<file path="src/design/fbsi_params.svh">
// fbsi_params.svh: register map, reset values and timing constants
`ifndef FBSI_PARAMS_SVH
`define FBSI_PARAMS_SVH
//----------------------------------------------------------------------
// Summary of operation
// the on-line lamp is lit only while on the bus with exchange possible.
// the off-line lamp is lit whenever the on-line lamp is dark, dark otherwise.
// the diagnostics lamp is dark unless a bus-side fault is present.
// a data length mismatch blinks the diagnostics lamp at 1 Hz.
// a user parameter mismatch blinks the diagnostics lamp at 2 Hz.
// the bus bit rate is found automatically over 9.6 kbaud to 12 Mbaud.
// the station address is two decimal switch digits, valid 1 to 99.
// process data stays within 200 bytes or a smaller master limit.
// blink periods come from a clock counter; length error wins.
//----------------------------------------------------------------------

//----------------------------------------------------------------------
// register byte addresses
//----------------------------------------------------------------------
`define FBSI_REG_CTRL      8'h00
`define FBSI_REG_LOC_LEN   8'h04
`define FBSI_REG_MST_LEN   8'h08
`define FBSI_REG_LOC_PRM   8'h0c
`define FBSI_REG_MST_PRM   8'h10
`define FBSI_REG_LIMIT     8'h14
`define FBSI_REG_STATUS    8'h18

//----------------------------------------------------------------------
// field positions
//----------------------------------------------------------------------
`define FBSI_CTRL_EXCH     0
`define FBSI_LEN_IN_LSB    0
`define FBSI_LEN_OUT_LSB   8
`define FBSI_ST_ONLINE     0
`define FBSI_ST_OFFLINE    1
`define FBSI_ST_DIAG       2
`define FBSI_ST_CFG_ERR    3
`define FBSI_ST_PRM_ERR    4
`define FBSI_ST_ADDR_OK    5
`define FBSI_ST_LOCKED     6
`define FBSI_ST_RATE_LSB   8
`define FBSI_ST_ADDR_LSB   16

//----------------------------------------------------------------------
// reset values and limits
//----------------------------------------------------------------------
`define FBSI_RST_LIMIT     8'hc8
`define FBSI_MAX_BYTES     8'hc8
`define FBSI_ADDR_MIN      7'h01
`define FBSI_ADDR_MAX      7'h63
`define FBSI_DIGIT_MAX     4'h9

//----------------------------------------------------------------------
// timing
//----------------------------------------------------------------------
`define FBSI_CLK_KHZ       40000
`define FBSI_HALF_1HZ_MS   500
`define FBSI_HALF_2HZ_MS   250
`define FBSI_PULSES_GROUP  4'hf
// shortest low run per bit-rate band, in clock cycles
`define FBSI_THR_0         13'h0b86
`define FBSI_THR_1         13'h0546
`define FBSI_THR_2         13'h0262
`define FBSI_THR_3         13'h012c
`define FBSI_THR_4         13'h0082
`define FBSI_THR_5         13'h002e
`define FBSI_THR_6         13'h0013
`define FBSI_THR_7         13'h000a
`define FBSI_THR_8         13'h0005

`endif

</file>
<file path="src/design/fbsi_pkg.sv">
// fbsi_pkg.sv: state types of the status indicator block
package fbsi_pkg;

  typedef enum logic [2:0] {
    FBSI_M_IDLE = 3'b001,
    FBSI_M_CFG  = 3'b010,
    FBSI_M_PRM  = 3'b100
  } fbsi_mode_e;

  typedef struct packed {
    logic        rx_s1;
    logic        rx_s2;
    logic        rx_d;
    logic [12:0] run;
    logic [12:0] grp_min;
    logic [3:0]  pulses;
    logic [3:0]  idx;
    logic        locked;
  } fbsi_rate_s;

  typedef struct packed {
    logic        act_s1;
    logic        act_s2;
    logic [7:0]  sw_s1;
    logic [7:0]  sw_s2;
    logic        exch_en;
    logic [7:0]  loc_in;
    logic [7:0]  loc_out;
    logic [7:0]  mst_in;
    logic [7:0]  mst_out;
    logic [15:0] loc_prm;
    logic [15:0] mst_prm;
    logic [7:0]  limit;
    logic        cfg_err;
    logic        prm_err;
    logic        addr_valid;
    logic [6:0]  station;
    logic        online;
    logic        offline;
    fbsi_mode_e  mode;
    logic [24:0] cnt;
    logic        diag;
    logic [31:0] rdata;
  } fbsi_top_s;

endpackage

</file>
<file path="src/design/fbsi_rate_detect.sv">
// fbsi_rate_detect.sv: automatic bus bit-rate detection
`timescale 1ns/100ps
`include "fbsi_params.svh"
module fbsi_rate_detect (
  input  wire logic       core_clk_in,    // system clock
  input  wire logic       rst_in,         // async reset, high
  input  wire logic       bus_rx_in,      // bus receive pin
  output logic [3:0]      rate_idx_out,   // 0 slowest .. 9 fastest
  output logic            rate_locked_out // a rate has been found
);

  fbsi_pkg::fbsi_rate_s s;
  fbsi_pkg::fbsi_rate_s n;
  logic [12:0]          cand;
  logic                 rise;

  //--------------------------------------------------------------------
  // band classification
  //--------------------------------------------------------------------
  function automatic logic [3:0] classify(input logic [12:0] w);
    if (w >= `FBSI_THR_0) return 4'h0;
    else if (w >= `FBSI_THR_1) return 4'h1;
    else if (w >= `FBSI_THR_2) return 4'h2;
    else if (w >= `FBSI_THR_3) return 4'h3;
    else if (w >= `FBSI_THR_4) return 4'h4;
    else if (w >= `FBSI_THR_5) return 4'h5;
    else if (w >= `FBSI_THR_6) return 4'h6;
    else if (w >= `FBSI_THR_7) return 4'h7;
    else if (w >= `FBSI_THR_8) return 4'h8;
    else return 4'h9;
  endfunction

  // shortest low run in a group is one bit time; longer runs are
  // several zero bits in a row
  always_comb begin
    n         = s;
    n.rx_s1   = bus_rx_in;
    n.rx_s2   = s.rx_s1;
    n.rx_d    = s.rx_s2;
    rise      = s.rx_s2 && !s.rx_d;
    cand      = (s.run < s.grp_min) ? s.run : s.grp_min;
    if (!s.rx_s2) begin
      if (s.run != 13'h1fff) begin
        n.run = s.run + 13'h0001;
      end
    end else begin
      n.run = 13'h0000;
    end
    // group of pulses
    if (rise) begin
      if (s.pulses == `FBSI_PULSES_GROUP) begin
        n.idx     = classify(cand);
        n.locked  = 1'b1;
        n.pulses  = 4'h0;
        n.grp_min = 13'h1fff;
      end else begin
        n.pulses  = s.pulses + 4'h1;
        n.grp_min = cand;
      end
    end
  end

  always_ff @(posedge core_clk_in or posedge rst_in) begin
    if (rst_in) begin
      s <= '{rx_s1: 1'b1, rx_s2: 1'b1, rx_d: 1'b1, run: 13'h0000,
             grp_min: 13'h1fff, pulses: 4'h0, idx: 4'h0,
             locked: 1'b0};
    end else begin
      s <= n;
    end
  end

  assign rate_idx_out    = s.idx;
  assign rate_locked_out = s.locked;

  property p_rate_fast;
    @(posedge core_clk_in) disable iff (rst_in)
    (rise && s.pulses == `FBSI_PULSES_GROUP && cand < `FBSI_THR_8)
      |=> (rate_idx_out == 4'h9 && rate_locked_out);
  endproperty
  a_rate_fast: assert property (p_rate_fast)
    else $error("fast bit rate not classified as top band");

  property p_rate_slow;
    @(posedge core_clk_in) disable iff (rst_in)
    (rise && s.pulses == `FBSI_PULSES_GROUP && cand >= `FBSI_THR_0)
      |=> (rate_idx_out == 4'h0);
  endproperty
  a_rate_slow: assert property (p_rate_slow)
    else $error("slow bit rate not classified as bottom band");

endmodule // fbsi_rate_detect

</file>
<file path="src/design/fbsi_top.sv">
// fbsi_top.sv: fieldbus slave status indicators and configuration
`timescale 1ns/100ps
`include "fbsi_params.svh"
module fbsi_top #(
  parameter int unsigned HALF_1HZ_CYC = `FBSI_HALF_1HZ_MS * `FBSI_CLK_KHZ,
  parameter int unsigned HALF_2HZ_CYC = `FBSI_HALF_2HZ_MS * `FBSI_CLK_KHZ,
  parameter logic [7:0]  MAX_BYTES    = `FBSI_MAX_BYTES
) (
  input  wire logic        core_clk_in,       // system clock, 40 MHz
  input  wire logic        rst_in,            // async reset, high
  input  wire logic        bus_active_in,     // bus engine sees master
  input  wire logic        bus_rx_in,         // bus receive pin
  input  wire logic [3:0]  sw_tens_in,        // rotary switch, tens
  input  wire logic [3:0]  sw_ones_in,        // rotary switch, ones
  input  wire logic [7:0]  addr_in,           // register byte address
  input  wire logic [31:0] wr_data_in,        // register write data
  input  wire logic        wr_stb_in,         // register write strobe
  input  wire logic        rd_stb_in,         // register read strobe
  output logic [31:0]      rd_data_out,       // read data, next cycle
  output logic             online_led_out,    // green on-line lamp
  output logic             offline_led_out,   // red off-line lamp
  output logic             diag_led_out,      // red diagnostics lamp
  output logic [6:0]       station_addr_out,  // binary station address
  output logic             addr_valid_out,    // station address usable
  output logic [3:0]       rate_idx_out,      // detected bit-rate band
  output logic             rate_locked_out    // bit rate detected
);

  fbsi_pkg::fbsi_top_s  s;
  fbsi_pkg::fbsi_top_s  n;

  //--------------------------------------------------------------------
  // bit-rate detection
  //--------------------------------------------------------------------
  fbsi_rate_detect u_rate (
    .core_clk_in     (core_clk_in),
    .rst_in          (rst_in),
    .bus_rx_in       (bus_rx_in),
    .rate_idx_out    (rate_idx_out),
    .rate_locked_out (rate_locked_out)
  );

  //--------------------------------------------------------------------
  // helpers
  //--------------------------------------------------------------------
  function automatic logic len_bad(input logic [7:0] len,
                                   input logic [7:0] lim);
    return len > lim;
  endfunction

  function automatic logic [31:0] pack_len(input logic [7:0] in_len,
                                           input logic [7:0] out_len);
    logic [31:0] w;
    w = 32'h0000_0000;
    w[`FBSI_LEN_IN_LSB +: 8]  = in_len;
    w[`FBSI_LEN_OUT_LSB +: 8] = out_len;
    return w;
  endfunction

  //--------------------------------------------------------------------
  // next state
  //--------------------------------------------------------------------
  always_comb begin
    logic [7:0]          eff_lim;
    logic [6:0]          bin;
    logic                digits_ok;
    logic [24:0]         half;
    logic [31:0]         st;
    fbsi_pkg::fbsi_mode_e nm;
    eff_lim   = 8'h00;
    bin       = 7'h00;
    digits_ok = 1'b0;
    half      = 25'h000_0000;
    st        = 32'h0000_0000;
    nm        = fbsi_pkg::FBSI_M_IDLE;
    n         = s;

    // pins pass two flip-flops before use
    n.act_s1 = bus_active_in;
    n.act_s2 = s.act_s1;
    n.sw_s1  = {sw_tens_in, sw_ones_in};
    n.sw_s2  = s.sw_s1;

    // register writes; unmapped addresses are ignored
    if (wr_stb_in) begin
      case (addr_in)
        `FBSI_REG_CTRL: begin
          n.exch_en = wr_data_in[`FBSI_CTRL_EXCH];
        end
        `FBSI_REG_LOC_LEN: begin
          n.loc_in  = wr_data_in[`FBSI_LEN_IN_LSB +: 8];
          n.loc_out = wr_data_in[`FBSI_LEN_OUT_LSB +: 8];
        end
        `FBSI_REG_MST_LEN: begin
          n.mst_in  = wr_data_in[`FBSI_LEN_IN_LSB +: 8];
          n.mst_out = wr_data_in[`FBSI_LEN_OUT_LSB +: 8];
        end
        `FBSI_REG_LOC_PRM: begin
          n.loc_prm = wr_data_in[15:0];
        end
        `FBSI_REG_MST_PRM: begin
          n.mst_prm = wr_data_in[15:0];
        end
        `FBSI_REG_LIMIT: begin
          n.limit = wr_data_in[7:0];
        end
        default: begin
        end
      endcase
    end

    // decimal switch decode
    digits_ok    = (s.sw_s2[7:4] <= `FBSI_DIGIT_MAX) &&
                   (s.sw_s2[3:0] <= `FBSI_DIGIT_MAX);
    bin          = 7'({3'h0, s.sw_s2[7:4]} * 7'h0a) + {3'h0, s.sw_s2[3:0]};
    n.station    = digits_ok ? bin : 7'h00;
    n.addr_valid = digits_ok && (bin >= `FBSI_ADDR_MIN) &&
                   (bin <= `FBSI_ADDR_MAX);

    // master may only lower the byte ceiling
    eff_lim   = (s.limit < MAX_BYTES) ? s.limit : MAX_BYTES;
    // length mismatch or oversize is a configuration error
    n.cfg_err = (s.loc_in != s.mst_in) || (s.loc_out != s.mst_out) ||
                len_bad(s.loc_in, eff_lim) || len_bad(s.loc_out, eff_lim);
    // parameter signature compare
    n.prm_err = (s.loc_prm != s.mst_prm);

    // exchange possible only with everything agreed
    n.online  = s.act_s2 && s.exch_en && s.addr_valid &&
                rate_locked_out && !s.cfg_err && !s.prm_err;
    // off-line is exactly not on-line
    n.offline = !n.online;

    // configuration error takes priority
    if (s.cfg_err) begin
      nm = fbsi_pkg::FBSI_M_CFG;
    end else if (s.prm_err) begin
      nm = fbsi_pkg::FBSI_M_PRM;
    end else begin
      nm = fbsi_pkg::FBSI_M_IDLE;
    end
    half = (nm == fbsi_pkg::FBSI_M_CFG) ? 25'(HALF_1HZ_CYC - 1) :
                                          25'(HALF_2HZ_CYC - 1);

    // a change of fault restarts the blink lit, so it shows at once
    if (nm != s.mode) begin
      n.mode = nm;
      n.cnt  = 25'h000_0000;
      n.diag = (nm != fbsi_pkg::FBSI_M_IDLE);
    end else begin
      case (s.mode)
        // dark without fault
        fbsi_pkg::FBSI_M_IDLE: begin
          n.cnt  = 25'h000_0000;
          n.diag = 1'b0;
        end
        // blink at 1 Hz
        fbsi_pkg::FBSI_M_CFG,
        // blink at 2 Hz
        fbsi_pkg::FBSI_M_PRM: begin
          if (s.cnt >= half) begin
            n.cnt  = 25'h000_0000;
            n.diag = !s.diag;
          end else begin
            n.cnt  = s.cnt + 25'h000_0001;
          end
        end
        default: begin
          n.mode = fbsi_pkg::FBSI_M_IDLE;
          n.cnt  = 25'h000_0000;
          n.diag = 1'b0;
        end
      endcase
    end

    // register reads: data only in the cycle after the strobe
    st[`FBSI_ST_ONLINE]         = s.online;
    st[`FBSI_ST_OFFLINE]        = s.offline;
    st[`FBSI_ST_DIAG]           = s.diag;
    st[`FBSI_ST_CFG_ERR]        = s.cfg_err;
    st[`FBSI_ST_PRM_ERR]        = s.prm_err;
    st[`FBSI_ST_ADDR_OK]        = s.addr_valid;
    st[`FBSI_ST_LOCKED]         = rate_locked_out;
    st[`FBSI_ST_RATE_LSB +: 4]  = rate_idx_out;
    st[`FBSI_ST_ADDR_LSB +: 7]  = s.station;
    n.rdata = 32'h0000_0000;
    if (rd_stb_in) begin
      case (addr_in)
        `FBSI_REG_CTRL:    n.rdata = {31'h0000_0000, s.exch_en};
        `FBSI_REG_LOC_LEN: n.rdata = pack_len(s.loc_in, s.loc_out);
        `FBSI_REG_MST_LEN: n.rdata = pack_len(s.mst_in, s.mst_out);
        `FBSI_REG_LOC_PRM: n.rdata = {16'h0000, s.loc_prm};
        `FBSI_REG_MST_PRM: n.rdata = {16'h0000, s.mst_prm};
        `FBSI_REG_LIMIT:   n.rdata = {24'h00_0000, s.limit};
        `FBSI_REG_STATUS:  n.rdata = st;
        default:           n.rdata = 32'h0000_0000;
      endcase
    end
  end

  //--------------------------------------------------------------------
  // state register
  //--------------------------------------------------------------------
  always_ff @(posedge core_clk_in or posedge rst_in) begin
    if (rst_in) begin
      s <= '{act_s1: 1'b0, act_s2: 1'b0, sw_s1: 8'h00, sw_s2: 8'h00,
             exch_en: 1'b0, loc_in: 8'h00, loc_out: 8'h00,
             mst_in: 8'h00, mst_out: 8'h00, loc_prm: 16'h0000,
             mst_prm: 16'h0000, limit: `FBSI_RST_LIMIT,
             cfg_err: 1'b0, prm_err: 1'b0, addr_valid: 1'b0,
             station: 7'h00, online: 1'b0, offline: 1'b1,
             mode: fbsi_pkg::FBSI_M_IDLE, cnt: 25'h000_0000,
             diag: 1'b0, rdata: 32'h0000_0000};
    end else begin
      s <= n;
    end
  end

  assign rd_data_out      = s.rdata;
  assign online_led_out   = s.online;
  assign offline_led_out  = s.offline;
  assign diag_led_out     = s.diag;
  assign station_addr_out = s.station;
  assign addr_valid_out   = s.addr_valid;

  //--------------------------------------------------------------------
  // checks
  //--------------------------------------------------------------------
  property p_online_cause;
    @(posedge core_clk_in) disable iff (rst_in)
    online_led_out |-> ($past(s.exch_en) && $past(s.act_s2) &&
                        !$past(s.cfg_err) && !$past(s.prm_err));
  endproperty
  a_online_cause: assert property (p_online_cause)
    else $error("on-line lamp lit without exchange conditions");

  property p_offline_excl;
    @(posedge core_clk_in) disable iff (rst_in)
    offline_led_out != online_led_out;
  endproperty
  a_offline_excl: assert property (p_offline_excl)
    else $error("off-line lamp not the inverse of on-line lamp");

  property p_diag_dark;
    @(posedge core_clk_in) disable iff (rst_in)
    (!s.cfg_err && !s.prm_err) |=> !diag_led_out;
  endproperty
  a_diag_dark: assert property (p_diag_dark)
    else $error("diagnostics lamp lit with no fault");

  property p_blink_1hz;
    @(posedge core_clk_in) disable iff (rst_in)
    (s.mode == fbsi_pkg::FBSI_M_CFG && s.cfg_err &&
     s.cnt == 25'(HALF_1HZ_CYC - 1))
      |=> (diag_led_out != $past(diag_led_out) && s.cnt == 25'h0);
  endproperty
  a_blink_1hz: assert property (p_blink_1hz)
    else $error("length error lamp did not toggle at half period");

  property p_blink_2hz;
    @(posedge core_clk_in) disable iff (rst_in)
    (s.mode == fbsi_pkg::FBSI_M_PRM && s.prm_err && !s.cfg_err &&
     s.cnt == 25'(HALF_2HZ_CYC - 1))
      |=> (diag_led_out != $past(diag_led_out) && s.cnt == 25'h0);
  endproperty
  a_blink_2hz: assert property (p_blink_2hz)
    else $error("parameter error lamp did not toggle at half period");

  property p_addr_gate;
    @(posedge core_clk_in) disable iff (rst_in)
    (!s.addr_valid || station_addr_out > 7'h63) |=> !online_led_out;
  endproperty
  a_addr_gate: assert property (p_addr_gate)
    else $error("on-line with an invalid station address");

  property p_len_limit;
    @(posedge core_clk_in) disable iff (rst_in)
    (s.loc_in > MAX_BYTES || s.loc_out > MAX_BYTES) |-> ##2 !online_led_out;
  endproperty
  a_len_limit: assert property (p_len_limit)
    else $error("on-line with process data over the byte ceiling");

  property p_cfg_first;
    @(posedge core_clk_in) disable iff (rst_in)
    (s.cfg_err && s.prm_err) |=> (s.mode == fbsi_pkg::FBSI_M_CFG);
  endproperty
  a_cfg_first: assert property (p_cfg_first)
    else $error("parameter blink shown over a length error");

endmodule // fbsi_top

</file>
<file path="config.mk">
export PLATFORM = sky130hd
export DESIGN_NAME = fbsi_top
export DESIGN_NICKNAME = d
export VERILOG_FILES = /design/src/design/fbsi_pkg.sv /design/src/design/fbsi_rate_detect.sv /design/src/design/fbsi_top.sv
export VERILOG_INCLUDE_DIRS = /design/src /design/src/design
export SDC_FILE = /design/constraint.sdc
export NUM_CORES = 1
export LEC_CHECK = 0
export BUFFER_PORTS_ARGS = -buffer_cell sky130_fd_sc_hd__buf_2
export CAP_MARGIN = 20
export CORE_MARGIN = 2
export CORE_UTILIZATION = 47
export DETAILED_ROUTE_END_ITERATION = 7
export HOLD_SLACK_MARGIN = 0.06
export PLACE_DENSITY = 0.72
export SLEW_MARGIN = 10
export SYNTH_ARGS = -nofsm -noshare
export SYNTH_HDL_FRONTEND = slang
export SYNTH_SLANG_ARGS = --single-unit
</file>
<file path="constraint.sdc">
create_clock -name core_clk_in -period 11.62 [get_ports core_clk_in]
set_clock_uncertainty 0.15 [all_clocks]
set_input_delay 3.486 -clock core_clk_in [delete_from_list [all_inputs] [get_ports core_clk_in]]
set_output_delay 3.486 -clock core_clk_in [all_outputs]
set_load 0.05 [all_outputs]
</file>
# After elaboration in Yosys (flattened, before gate mapping)
# Index checks and enable logic that the tools add are counted.
[totals] mem_count=0 word_cells=125 ff_bits=202 out_inout_bits=48 input_bits=54 mem_bits_ro=0 ramBits=0 latchBits=0
[classes] bitwise_logic=0 n_div=0 n_reduce_logical=28 n_shift=0 magnitude_cmp=18 n_eq_ne=19 n_mul=1 mux=25 addsub=4
[ops] op="$pmux W23 S7" count=1
[ops] op="$mux W25" count=2
[ops] op="$mux W13" count=3
[ops] op="$mux W4" count=8
[ops] op="$mux W29" count=1
[ops] op="$mux W26" count=1
[ops] op="$add A25 B1 Y25 const B" count=1
[ops] op="$ge A25 B25 Y1" count=1
[ops] op="$eq A8 B5 Y1 const B" count=3
[ops] op="$mux W23" count=1
[ops] op="$mux W17" count=1
[ops] op="$eq A8 B4 Y1 const B" count=2
[ops] op="$gt A8 B8 Y1" count=2
[ops] op="$ne A16 B16 Y1" count=1
[ops] op="$ne A8 B8 Y1" count=2
[ops] op="$reduce_and A2 Y1" count=7
[ops] op="$add A13 B1 Y13 const B" count=1
[ops] op="$ge A13 B10 Y1 const B" count=1
[ops] op="$ge A13 B11 Y1 const B" count=1
[ops] op="$ge A13 B12 Y1 const B" count=1
[ops] op="$ge A13 B3 Y1 const B" count=1
[ops] op="$ge A13 B4 Y1 const B" count=1
[ops] op="$ge A13 B5 Y1 const B" count=1
[ops] op="$ge A13 B6 Y1 const B" count=1
[ops] op="31 further kinds" count=50

# Longest topological paths before layout
# Gate-level depths: netlist of the first run.
[logic_depth] ltp_word=12 mapped_depth=11 depth_no_buf=10

# Modules after synthesis
# A second synthesis of the first run with hierarchy kept.
[unflattened] cells_unflattened=942 area_unflattened_um2=10241.1
[modules_own_cells] mod="fbsi_top" area_each_um2=7712.4 cells_each=665 seq_area_each_um2=3885.0 instances=1
[modules_own_cells] mod="fbsi_rate_detect" area_each_um2=2528.7 cells_each=277 seq_area_each_um2=970.9 instances=1

# Worst setup path before layout of the first run
# OpenSTA, ideal clock, no wires.
[synth_timing] path_kind="in2reg" start="input port addr_in[1]" end="register s[100] (netlist bit)" setup_slack_ns=6.158 path_buffers=2 t_arrival_ns=5.187 required_time_ns=11.345 path_stages=7 cell_sequence="or4_4 > nor3_4 > and2_4 > and3_1 > buf_4 > buf_6 > mux2_2"
[synth_between] elab_chain_cells=2
[synth_lines] element="start: declaration" line_no="fbsi_top.sv:15" text="input wire logic [7:0] addr_in,"
[synth_lines] element="$eq A8 B4 Y1" line_no="fbsi_top.sv:86" text="case (addr_in)"
[synth_lines] element="$reduce_and A2 Y1 (no line)"
[synth_lines] element="end signal: assignment" line_no="fbsi_top.sv:206" text="s <= '{act_s1: 1'b0, act_s2: 1'b0, sw_s1: 8'h00, sw_s2: 8'h00,"
[synth_lines] element="end signal: assignment" line_no="fbsi_top.sv:215" text="s <= n;"
[synth_lines] element="end: declaration" line_no="fbsi_top.sv:29" text="fbsi_pkg::fbsi_top_s s;"
# Every way passes these cells.
# A chain may end at the register's enable or synchronous reset.

# Final worst setup path of the first run
[layout_timing] start="input port addr_in[1]" end="register s[104] (netlist bit)"
# Same word-level chain as after synthesis.

==> impl_results.md, run 1 <==
- Mapped Avg Cell Area: 10.98 sq um
- Worst Setup End Kind: flop
- Critical Path Source Type: primary input
- CTS Buf Count: 17
- Status: completed
- Post-synthesis sequential area ratio: 46.91%
- Cell Chain, Critical Path: buf_2, or4_4, nor3_4, and2_4, and3_1, mux2_2
- Fmax: 170.1 MHz
- Register Area: 4856 sq um
- Nets: 1,073
- Lkg Pwr: 5.424 nW
- Per-cell routed wire length: 17.44 um
- Area leader, netlist: dfrtp_1
- Critical path buffers and inverters: 1
- Area of the multi-input gates: 4913 sq um
- Critical path depth: 6
- Area contributors post-synth: dfrtp_1 (42%), mux2_2 (6.6%), ha_1 (5.8%), dfstp_2 (5.3%), xor2_1 (3.5%)
- Detail Placement HPWL: 15,440 um
- TritonCTS clock tree: done
- Slowest cell on the critical path: and3_1
- Fraction of registers with async set/reset: 100.0%
- Initial antenna violation count: 0
- Maxcap violations: 0
- Yosys reg bits: 193
- Post-CTS Setup Bufs: 0
- Diode count: 0
- Area grow syn2layout: 8.520%
- Remaining DRCs: 0
- Hold_buf cts: 0
- Worst path max stage delay: 0.83 ns
- WL final: 21,990 um
- Slew at the pin closest to its max-slew limit: 1.063 ns
- Initial DRC Count: 477
- Simple-Gate Fraction of Synth Area: 13.79%
- Die area: 23,230 sq um
- TNS Setup: 0 ns
- Post-CTS resize count: 0
- Reg2Reg Setup Slack: 8.37 ns
- IO Pins: 102
- I/O Buffers: 76
- Largest net degree at the start of global routing: 115
- R2r endpoint: diag_led_out$_DFFE_PP0P_
- Core Area: 21,690 sq um
- Slew HR: 29.11%
- FILL cells: 1,860
- Synth cell types: 69
- Die height: 152.4 um
- H-tree depth: 4
- Yosys top cell area share: 41.58%
- Commonest non-fill, non-tap cell in the layout: dfrtp_1
- GRT Total Usage: 19.48%
- Clock Latency Late Sink: 0.44 ns
- XOR/XNOR share of the synthesized area: 6.007%
- Post-Syn Area: 10,350 sq um
- Initial Util: 47.73%
- Gr ovfl total: 0
- Min-delay src: n[151]$_DFF_PP0_
- CP Class: primary input to flop
- Most frequent cells in the layout: dfrtp_1 (172), nor2_1 (87), buf_2 (76), mux2_2 (61), nand2_1 (55)
- Fin crit share: 50.60%
- Hold Crit Class: flop to flop
- Clock Path Buffers: 2
- Pwr dens: 146.4 nW/um^2
- Vias in the first global route: 6,943
- Final slew viol count: 0
- Worst r2r src: s[72]$_DFF_PP0_
- Initial DRT Pass Iterations: 5
- Synth Area in Compound Gates: 10.21%
- Cell count of the worst hold path: 0
- Share of cells above drive strength 1: 23.85%
- Crit path required time: 11.79 ns
- Crit Path Max Fanout: 16
- Most common flop cell mapped by yosys: dfrtp_1
- Final ANT Viol Nets: 0
- Largest family of logic cells by synthesized area: simple AND/OR/NAND/NOR gates
- CP top delay family: simple AND/OR/NAND/NOR gates
- Worst hold slack: 0.1990 ns
- Die Width: 152.4 um
- Final min period: 5.879 ns
- RSZ-0062 raised after global routing: no
- Worst Hold Path EP: s[151]$_DFF_PP0_
- Clk root buf: clkbuf_16
- First-pass GRT wire length: 36,320 um
- Worst-path clk slew: 0.07 ns
- Max VDD drop: 0.0001155 V
- Worst EP arrival: 6.05 ns
- Adder-Cell Fraction of Synth Area: 6.188%
- RD Place Congestion: 0.9309
- Post-synthesis mux area share: 10.89%
- Setup Viol. Count Final: 0
- Yosys warns: 0
- Cell count after synthesis: 943
- R2R cell count: 8
- Num rows: 54
- Via-per-instance ratio: 5.657
- CTS sink count: 193
- Via count: 7,133
- Final Hold Vio Count: 0
- EDFF count, synth: 0
[layout make-up]
type                       count  area share (%)
clock buffer                  17           3.787
tap                          280           3.118
clock inverter                14           1.292
inverter                      25          0.9021
multi-input combinational    650           43.74
sequential                   193           43.22
timing repair buffer          82           3.943
[cells by family (layout without fill, tap and decap cells)]
group / Yosys count / count (layout)
AOI/OAI and AO/OA: 148 / 148
xor gates and xnor gates: 71 / 71
adders and majority gates: 50 / 50
buffers and inverters: 108 / 138
DFF: 193 / 193
muxes: 95 / 95
other: 1 / 9
and+or+nand+nor: 277 / 277
[Yosys cell counts (6+ instances only)]
cell      count
nand4_1      27
mux2_2       61
nor2b_1      14
o21ai_0      27
inv_1        25
a31oi_1      13
nor3_1        7
buf_4        45
ha_1         48
a22o_1       11
o21a_1        6
dfrtp_1     172
nand2b_1      6
o22a_1       13
mux2i_1      14
and2_1       13
o22ai_1       6
nor4_1       10
and3_1       13
dfstp_2      21
a21oi_1      24
xor2_1       41
nand2_1      55
mux2_4       20
nor2_1       87
xnor2_1      30
nand3_1      17
a222oi_1      6
clkbuf_1     27
[worst reg2reg max path: cells and delay by family, from the launching register on]
kind | cells | cell delay [ns]
AO/OA/AOI/OAI | 3 | 1.10
flip-flops | 1 | 0.64
multiplexers | 1 | 0.43
adder cells (fa/ha/maj) | 1 | 0.37
buffers and inverters | 1 | 0.25
AND/OR/NAND/NOR | 2 | 0.19
[worst max-delay path by stage]
stage | to | startpoint | slack (ns)
after floorplan | addr_valid_out$_DFF_PP0_ | rst_in | 2.76
after global routing | s[107]$_DFFE_PP0P_ | addr_in[1] | 5.67
after CTS | s[99]$_DFFE_PP0P_ | addr_in[1] | 5.73
after global placement | s[103]$_DFFE_PP0P_ | addr_in[1] | 5.31
final | s[104]$_DFFE_PP0P_ | addr_in[1] | 5.74
after detailed placement | s[104]$_DFFE_PP0P_ | addr_in[1] | 5.29
[where the power goes]
part / internal, mW / leakage (nW) / switching (mW) / total (mW)
Combinational: 0.105 / 2.63 / 0.176 / 0.282
Clock: 0.301 / 0.265 / 0.273 / 0.575
Sequential: 0.727 / 2.53 / 0.0616 / 0.789
Total: 1.13 / 5.42 / 0.511 / 1.65
[per-layer routing]
layer  routed length, um  global-route usage [%]  part of all wire, %
met1                9981                   26.45                   45
met2               10510                   31.40                   48
met3                1111                   4.380                  5.1
met4                 388                   5.996                  1.8
met5                   0                       0                    0
[sequential cells by signal, summed over array words and instances, names as in the netlist]
signal / flops
u_rate.s: 31
online_led_out: 1
n: 9
rd_data_out: 23
u_rate.n: 2
u_rate.rate_idx_out: 4
offline_led_out: 1
u_rate.rate_locked_out: 1
station_addr_out: 7
s: 112
diag_led_out: 1
addr_valid_out: 1
[per-stage QoR]
stage               instance area, sq um  util (%)  power (mW)  setup slack [ns]  instances
finish                             11230     51.80       1.645             5.741       1261
CTS                                11190     51.62       1.659             5.731       1258
global placement                   10620     48.98       1.072             5.305       1227
floorplan                          10380         -       1.014             2.763        951
detailed placement                 10620     48.98       1.080             5.292       1227
global route                       11230     51.80       1.729             5.671       1261
No activity file was read; power rests on OpenSTA's default activity.
==> run 2: changes to the inputs <==
--- a/config.mk
+++ b/config.mk
@@ -6,13 +6,14 @@
 export SDC_FILE = /design/constraint.sdc
 export NUM_CORES = 1
 export LEC_CHECK = 0
+export ABC_AREA = 1
 export BUFFER_PORTS_ARGS = -buffer_cell sky130_fd_sc_hd__buf_2
 export CAP_MARGIN = 20
 export CORE_MARGIN = 2
 export CORE_UTILIZATION = 47
 export DETAILED_ROUTE_END_ITERATION = 7
 export HOLD_SLACK_MARGIN = 0.06
-export PLACE_DENSITY = 0.72
+export PLACE_DENSITY = 0.74
 export SLEW_MARGIN = 10
 export SYNTH_ARGS = -nofsm -noshare
 export SYNTH_HDL_FRONTEND = slang
==> constraint.sdc (replaced) <==
create_clock -name core_clk_in -period 4.8 [get_ports core_clk_in]
set_clock_uncertainty 0.15 [all_clocks]
set_input_delay 1.44 -clock core_clk_in [delete_from_list [all_inputs] [get_ports core_clk_in]]
set_output_delay 1.44 -clock core_clk_in [all_outputs]
set_load 0.05 [all_outputs]
==> impl_results.md, run 2 <==
- Adder-Cell Fraction of Synth Area: 6.243%
- Final Hold Vio Count: 0
- Detail Placement HPWL: 16,850 um
- Hold Crit Class: flop to flop
- Largest family of logic cells by synthesized area: simple AND/OR/NAND/NOR gates
- Clock Path Buffers: 2
- Combinational power share: 17.2%
- Via count: 8,033
- Yosys top cell area share: 41.95%
- Most frequent cells in the layout: nand2_1 (230), dfrtp_1 (172), inv_1 (149), o21ai_0 (103), nor2_1 (98)
- Worst path max stage delay: 0.58 ns
- Fin crit share: 75.72%
- Crit Path Max Fanout: 32
- Post-CTS resize count: 0
- Worst-path clk slew: 0.07 ns
- Met3 WL: 1487 um
- Status: completed
- Simple-Gate Fraction of Synth Area: 20.84%
- Die area: 23,030 sq um
- Worst hold slack: 0.1992 ns
- Slew at the pin closest to its max-slew limit: 1.165 ns
- Initial antenna violation count: 1
- Area grow syn2layout: 9.926%
- GRT Total Usage: 21.34%
- Num rows: 54
- Internal power: 2.794 mW
- WL final: 23,350 um
- XOR/XNOR share of the synthesized area: 3.926%
- Vias in the first global route: 7,659
- Commonest non-fill, non-tap cell in the layout: nand2_1
- H-tree depth: 4
- Pwr dens: 357.8 nW/um^2
- Synth Area in Compound Gates: 11.55%
- Slew HR: 22.33%
- Sw Ratio: 30.76%
- Clock network power share: 36.7%
- RD Place Congestion: 0.8659
- Cell Chain, Critical Path: buf_2, nor3_1, inv_1, nor2_1, nand3_1, nor2_2, buf_4, nand2_1, o21ai_0
- Critical Path Source Type: primary input
- Post-synth top cells: nand2_1 (230), dfrtp_1 (172), inv_1 (150)
- Worst Setup End Kind: flop
- Largest net degree at the start of global routing: 194
- Post-Syn Area: 10,260 sq um
- Yosys warns: 0
- Setup Viol. Count Final: 0
- I/O Buffers: 76
- CP Class: primary input to flop
- Critical path buffers and inverters: 3
- Slowest cell on the critical path: nand2_1
- Nets: 1,340
- Cell count after synthesis: 1,191
- WL met1: 10,460 um
- Die height: 151.8 um
- RSZ-0062 raised after global routing: no
- Post-CTS Setup Bufs: 0
- IO Pins: 102
- TritonCTS clock tree: done
- Post-synthesis mux area share: 0%
- Synth cell types: 51
- Mapped Avg Cell Area: 8.616 sq um
- Count leader, synth: nand2_1
- Most common flop cell mapped by yosys: dfrtp_1
- EDFF count, synth: 0
- Share of cells above drive strength 1: 15.29%
- Initial Util: 47.46%
- CP top delay family: simple AND/OR/NAND/NOR gates
- Max VDD drop: 0.0002588 V
- Via-per-instance ratio: 5.250
- Top reg by flops: s
- CTS Buf Count: 17
- FILL cells: 2,014
- Crit path required time: 4.99 ns
- Worst EP arrival: 3.82 ns
- Fmax: 275.1 MHz
- Yosys reg bits: 193
- Sequential group share of total power: 46.2%
- Clk root buf: clkbuf_16
- Clock Latency Late Sink: 0.44 ns
- Final slew viol count: 0
- Post-synthesis sequential area ratio: 47.32%
- Final ANT Viol Nets: 0
- Per-cell routed wire length: 15.26 um
- Hold_buf cts: 0
- Initial DRC Count: 731
- CTS sink count: 193
- Fraction of registers with async set/reset: 100.0%
- Maxcap violations: 0
- P_sw: 1.241 mW
- First-pass GRT wire length: 38,080 um
- TNS Setup: 0 ns
- Top sig layer: met5
- Area contributors post-synth: dfrtp_1 (42%), nand2_1 (8.4%), ha_1 (5.9%), inv_1 (5.5%), dfstp_2 (5.4%)
- Core Area: 21,620 sq um
- Remaining DRCs: 0
- Die Width: 151.8 um
- Lkg Pwr: 5.543 nW
- Max FFs per register: 112
- Final min period: 3.635 ns
- Area leader, netlist: dfrtp_1
- Initial DRT Pass Iterations: 5
- WL met2: 10,700 um
- Gr ovfl total: 0
## run 2: cell count changes after synthesis, moves of 13 or more
| cell | change |
|---|---|
| o21ai_0 | +76 |
| mux2i_1 | -14 |
| and3_1 | -13 |
| nand2_1 | +175 |
| xnor2_1 | -15 |
| inv_1 | +125 |
| nand3_1 | +36 |
| and2_1 | -13 |
| mux2_4 | -20 |
| a21oi_1 | +14 |
| o22a_1 | -13 |
| nand2_2 | +17 |
| mux2_2 | -61 |
| nor2b_1 | -14 |
## run 2: cell type report
type | count | area [sq um] | share of cell area [%]
Sequential cell | 193 | 4856 | 43.05
Clock inverter | 12 | 146.4 | 1.298
Inverter | 158 | 596.8 | 5.291
Multi-Input combinational cell | 781 | 4400 | 39.01
Tap cell | 280 | 350.3 | 3.106
Timing Repair Buffer | 85 | 460.4 | 4.082
Antenna cell | 1 | 2.502 | 0.02219
Clock buffer | 20 | 466.7 | 4.138
## run 2: path summary, 6_finish.rpt
check / to / from / slack [ns] / depth (start not counted)
hold / removal: s[149]$_DFF_PP0_ / n[149]$_DFF_PP0_ / 0.20 / 0
setup reg to reg: u_rate.rate_idx_out[0]$_DFFE_PP0P_ / u_rate.s[21]$_DFFE_PP1P_ / 1.76 / 20
hold reg to reg: s[149]$_DFF_PP0_ / n[149]$_DFF_PP0_ / 0.20 / 0
min in group asynchronous: s[42]$_DFF_PP0_ / rst_in / 1.00 / 3
max in group asynchronous: s[34]$_DFF_PP0_ / rst_in / 2.55 / 3
setup / recovery: s[111]$_DFFE_PP0P_ / addr_in[5] / 1.17 / 9
## run 2: per-stage QoR
| stage | worst slack [ns] | std cells | cell area (sq um) | total power [mW] | util, % |
|---|---|---|---|---|---|
| final | 1.165 | 1530 | 11280 | 4.036 | 52.17 |
| after global routing | 0.8857 | 1529 | 11280 | 4.226 | 52.16 |
| after CTS | 1.150 | 1529 | 11280 | 4.058 | 52.16 |
| after detailed placement | 0.7049 | 1497 | 10660 | 2.582 | 49.32 |
| after global placement | 0.8111 | 1497 | 10660 | 2.559 | 49.32 |
| after floorplan | 0.7367 | 1199 | 10290 | 2.423 | - |
## run 2: logic make-up after synthesis
| kind of cell | after synthesis |
|---|---|
| buf+inv | 225 |
| flops | 193 |
| other cells | 1 |
| xor+xnor | 46 |
| fa+ha+maj | 50 |
| compound gates | 205 |
| simple gates | 471 |
## run 2: metal layers
layer	track usage [%]	vias to the layer above
li1	-	3953
met3	5.359	46
met5	0	-
met4	7.731	2
met1	28.87	3778
met2	33.36	254
## run 2: worst register-to-register path, cell delays in order, from the launching register on
cell and delay, ns:
dfstp_2 0.53, inv_1 0.06, ha_1 0.30, nand2_1 0.10, inv_1 0.05, nand2_1 0.06
nand3_1 0.12, nor2_4 0.32, nand2_4 0.22, nand2_1 0.10, nand2_1 0.08, inv_1 0.10
nand2_2 0.08, nand3_2 0.07, nand3_1 0.06, a21boi_1 0.22, nand2_1 0.08, nand2_1 0.06
nand2_1 0.04, nand2_1 0.06, nand2_1 0.05
## run 2: power groups by stage
stage	clock network [mW]	logic (mW)	registers, mW
6_report	1.48	0.692	1.86
3_5_place_dp	0	0.691	1.89
4_1_cts	1.50	0.698	1.86
5_1_grt	1.57	0.780	1.88
3_3_place_gp	0	0.670	1.89
2_1_floorplan	0	0.535	1.89
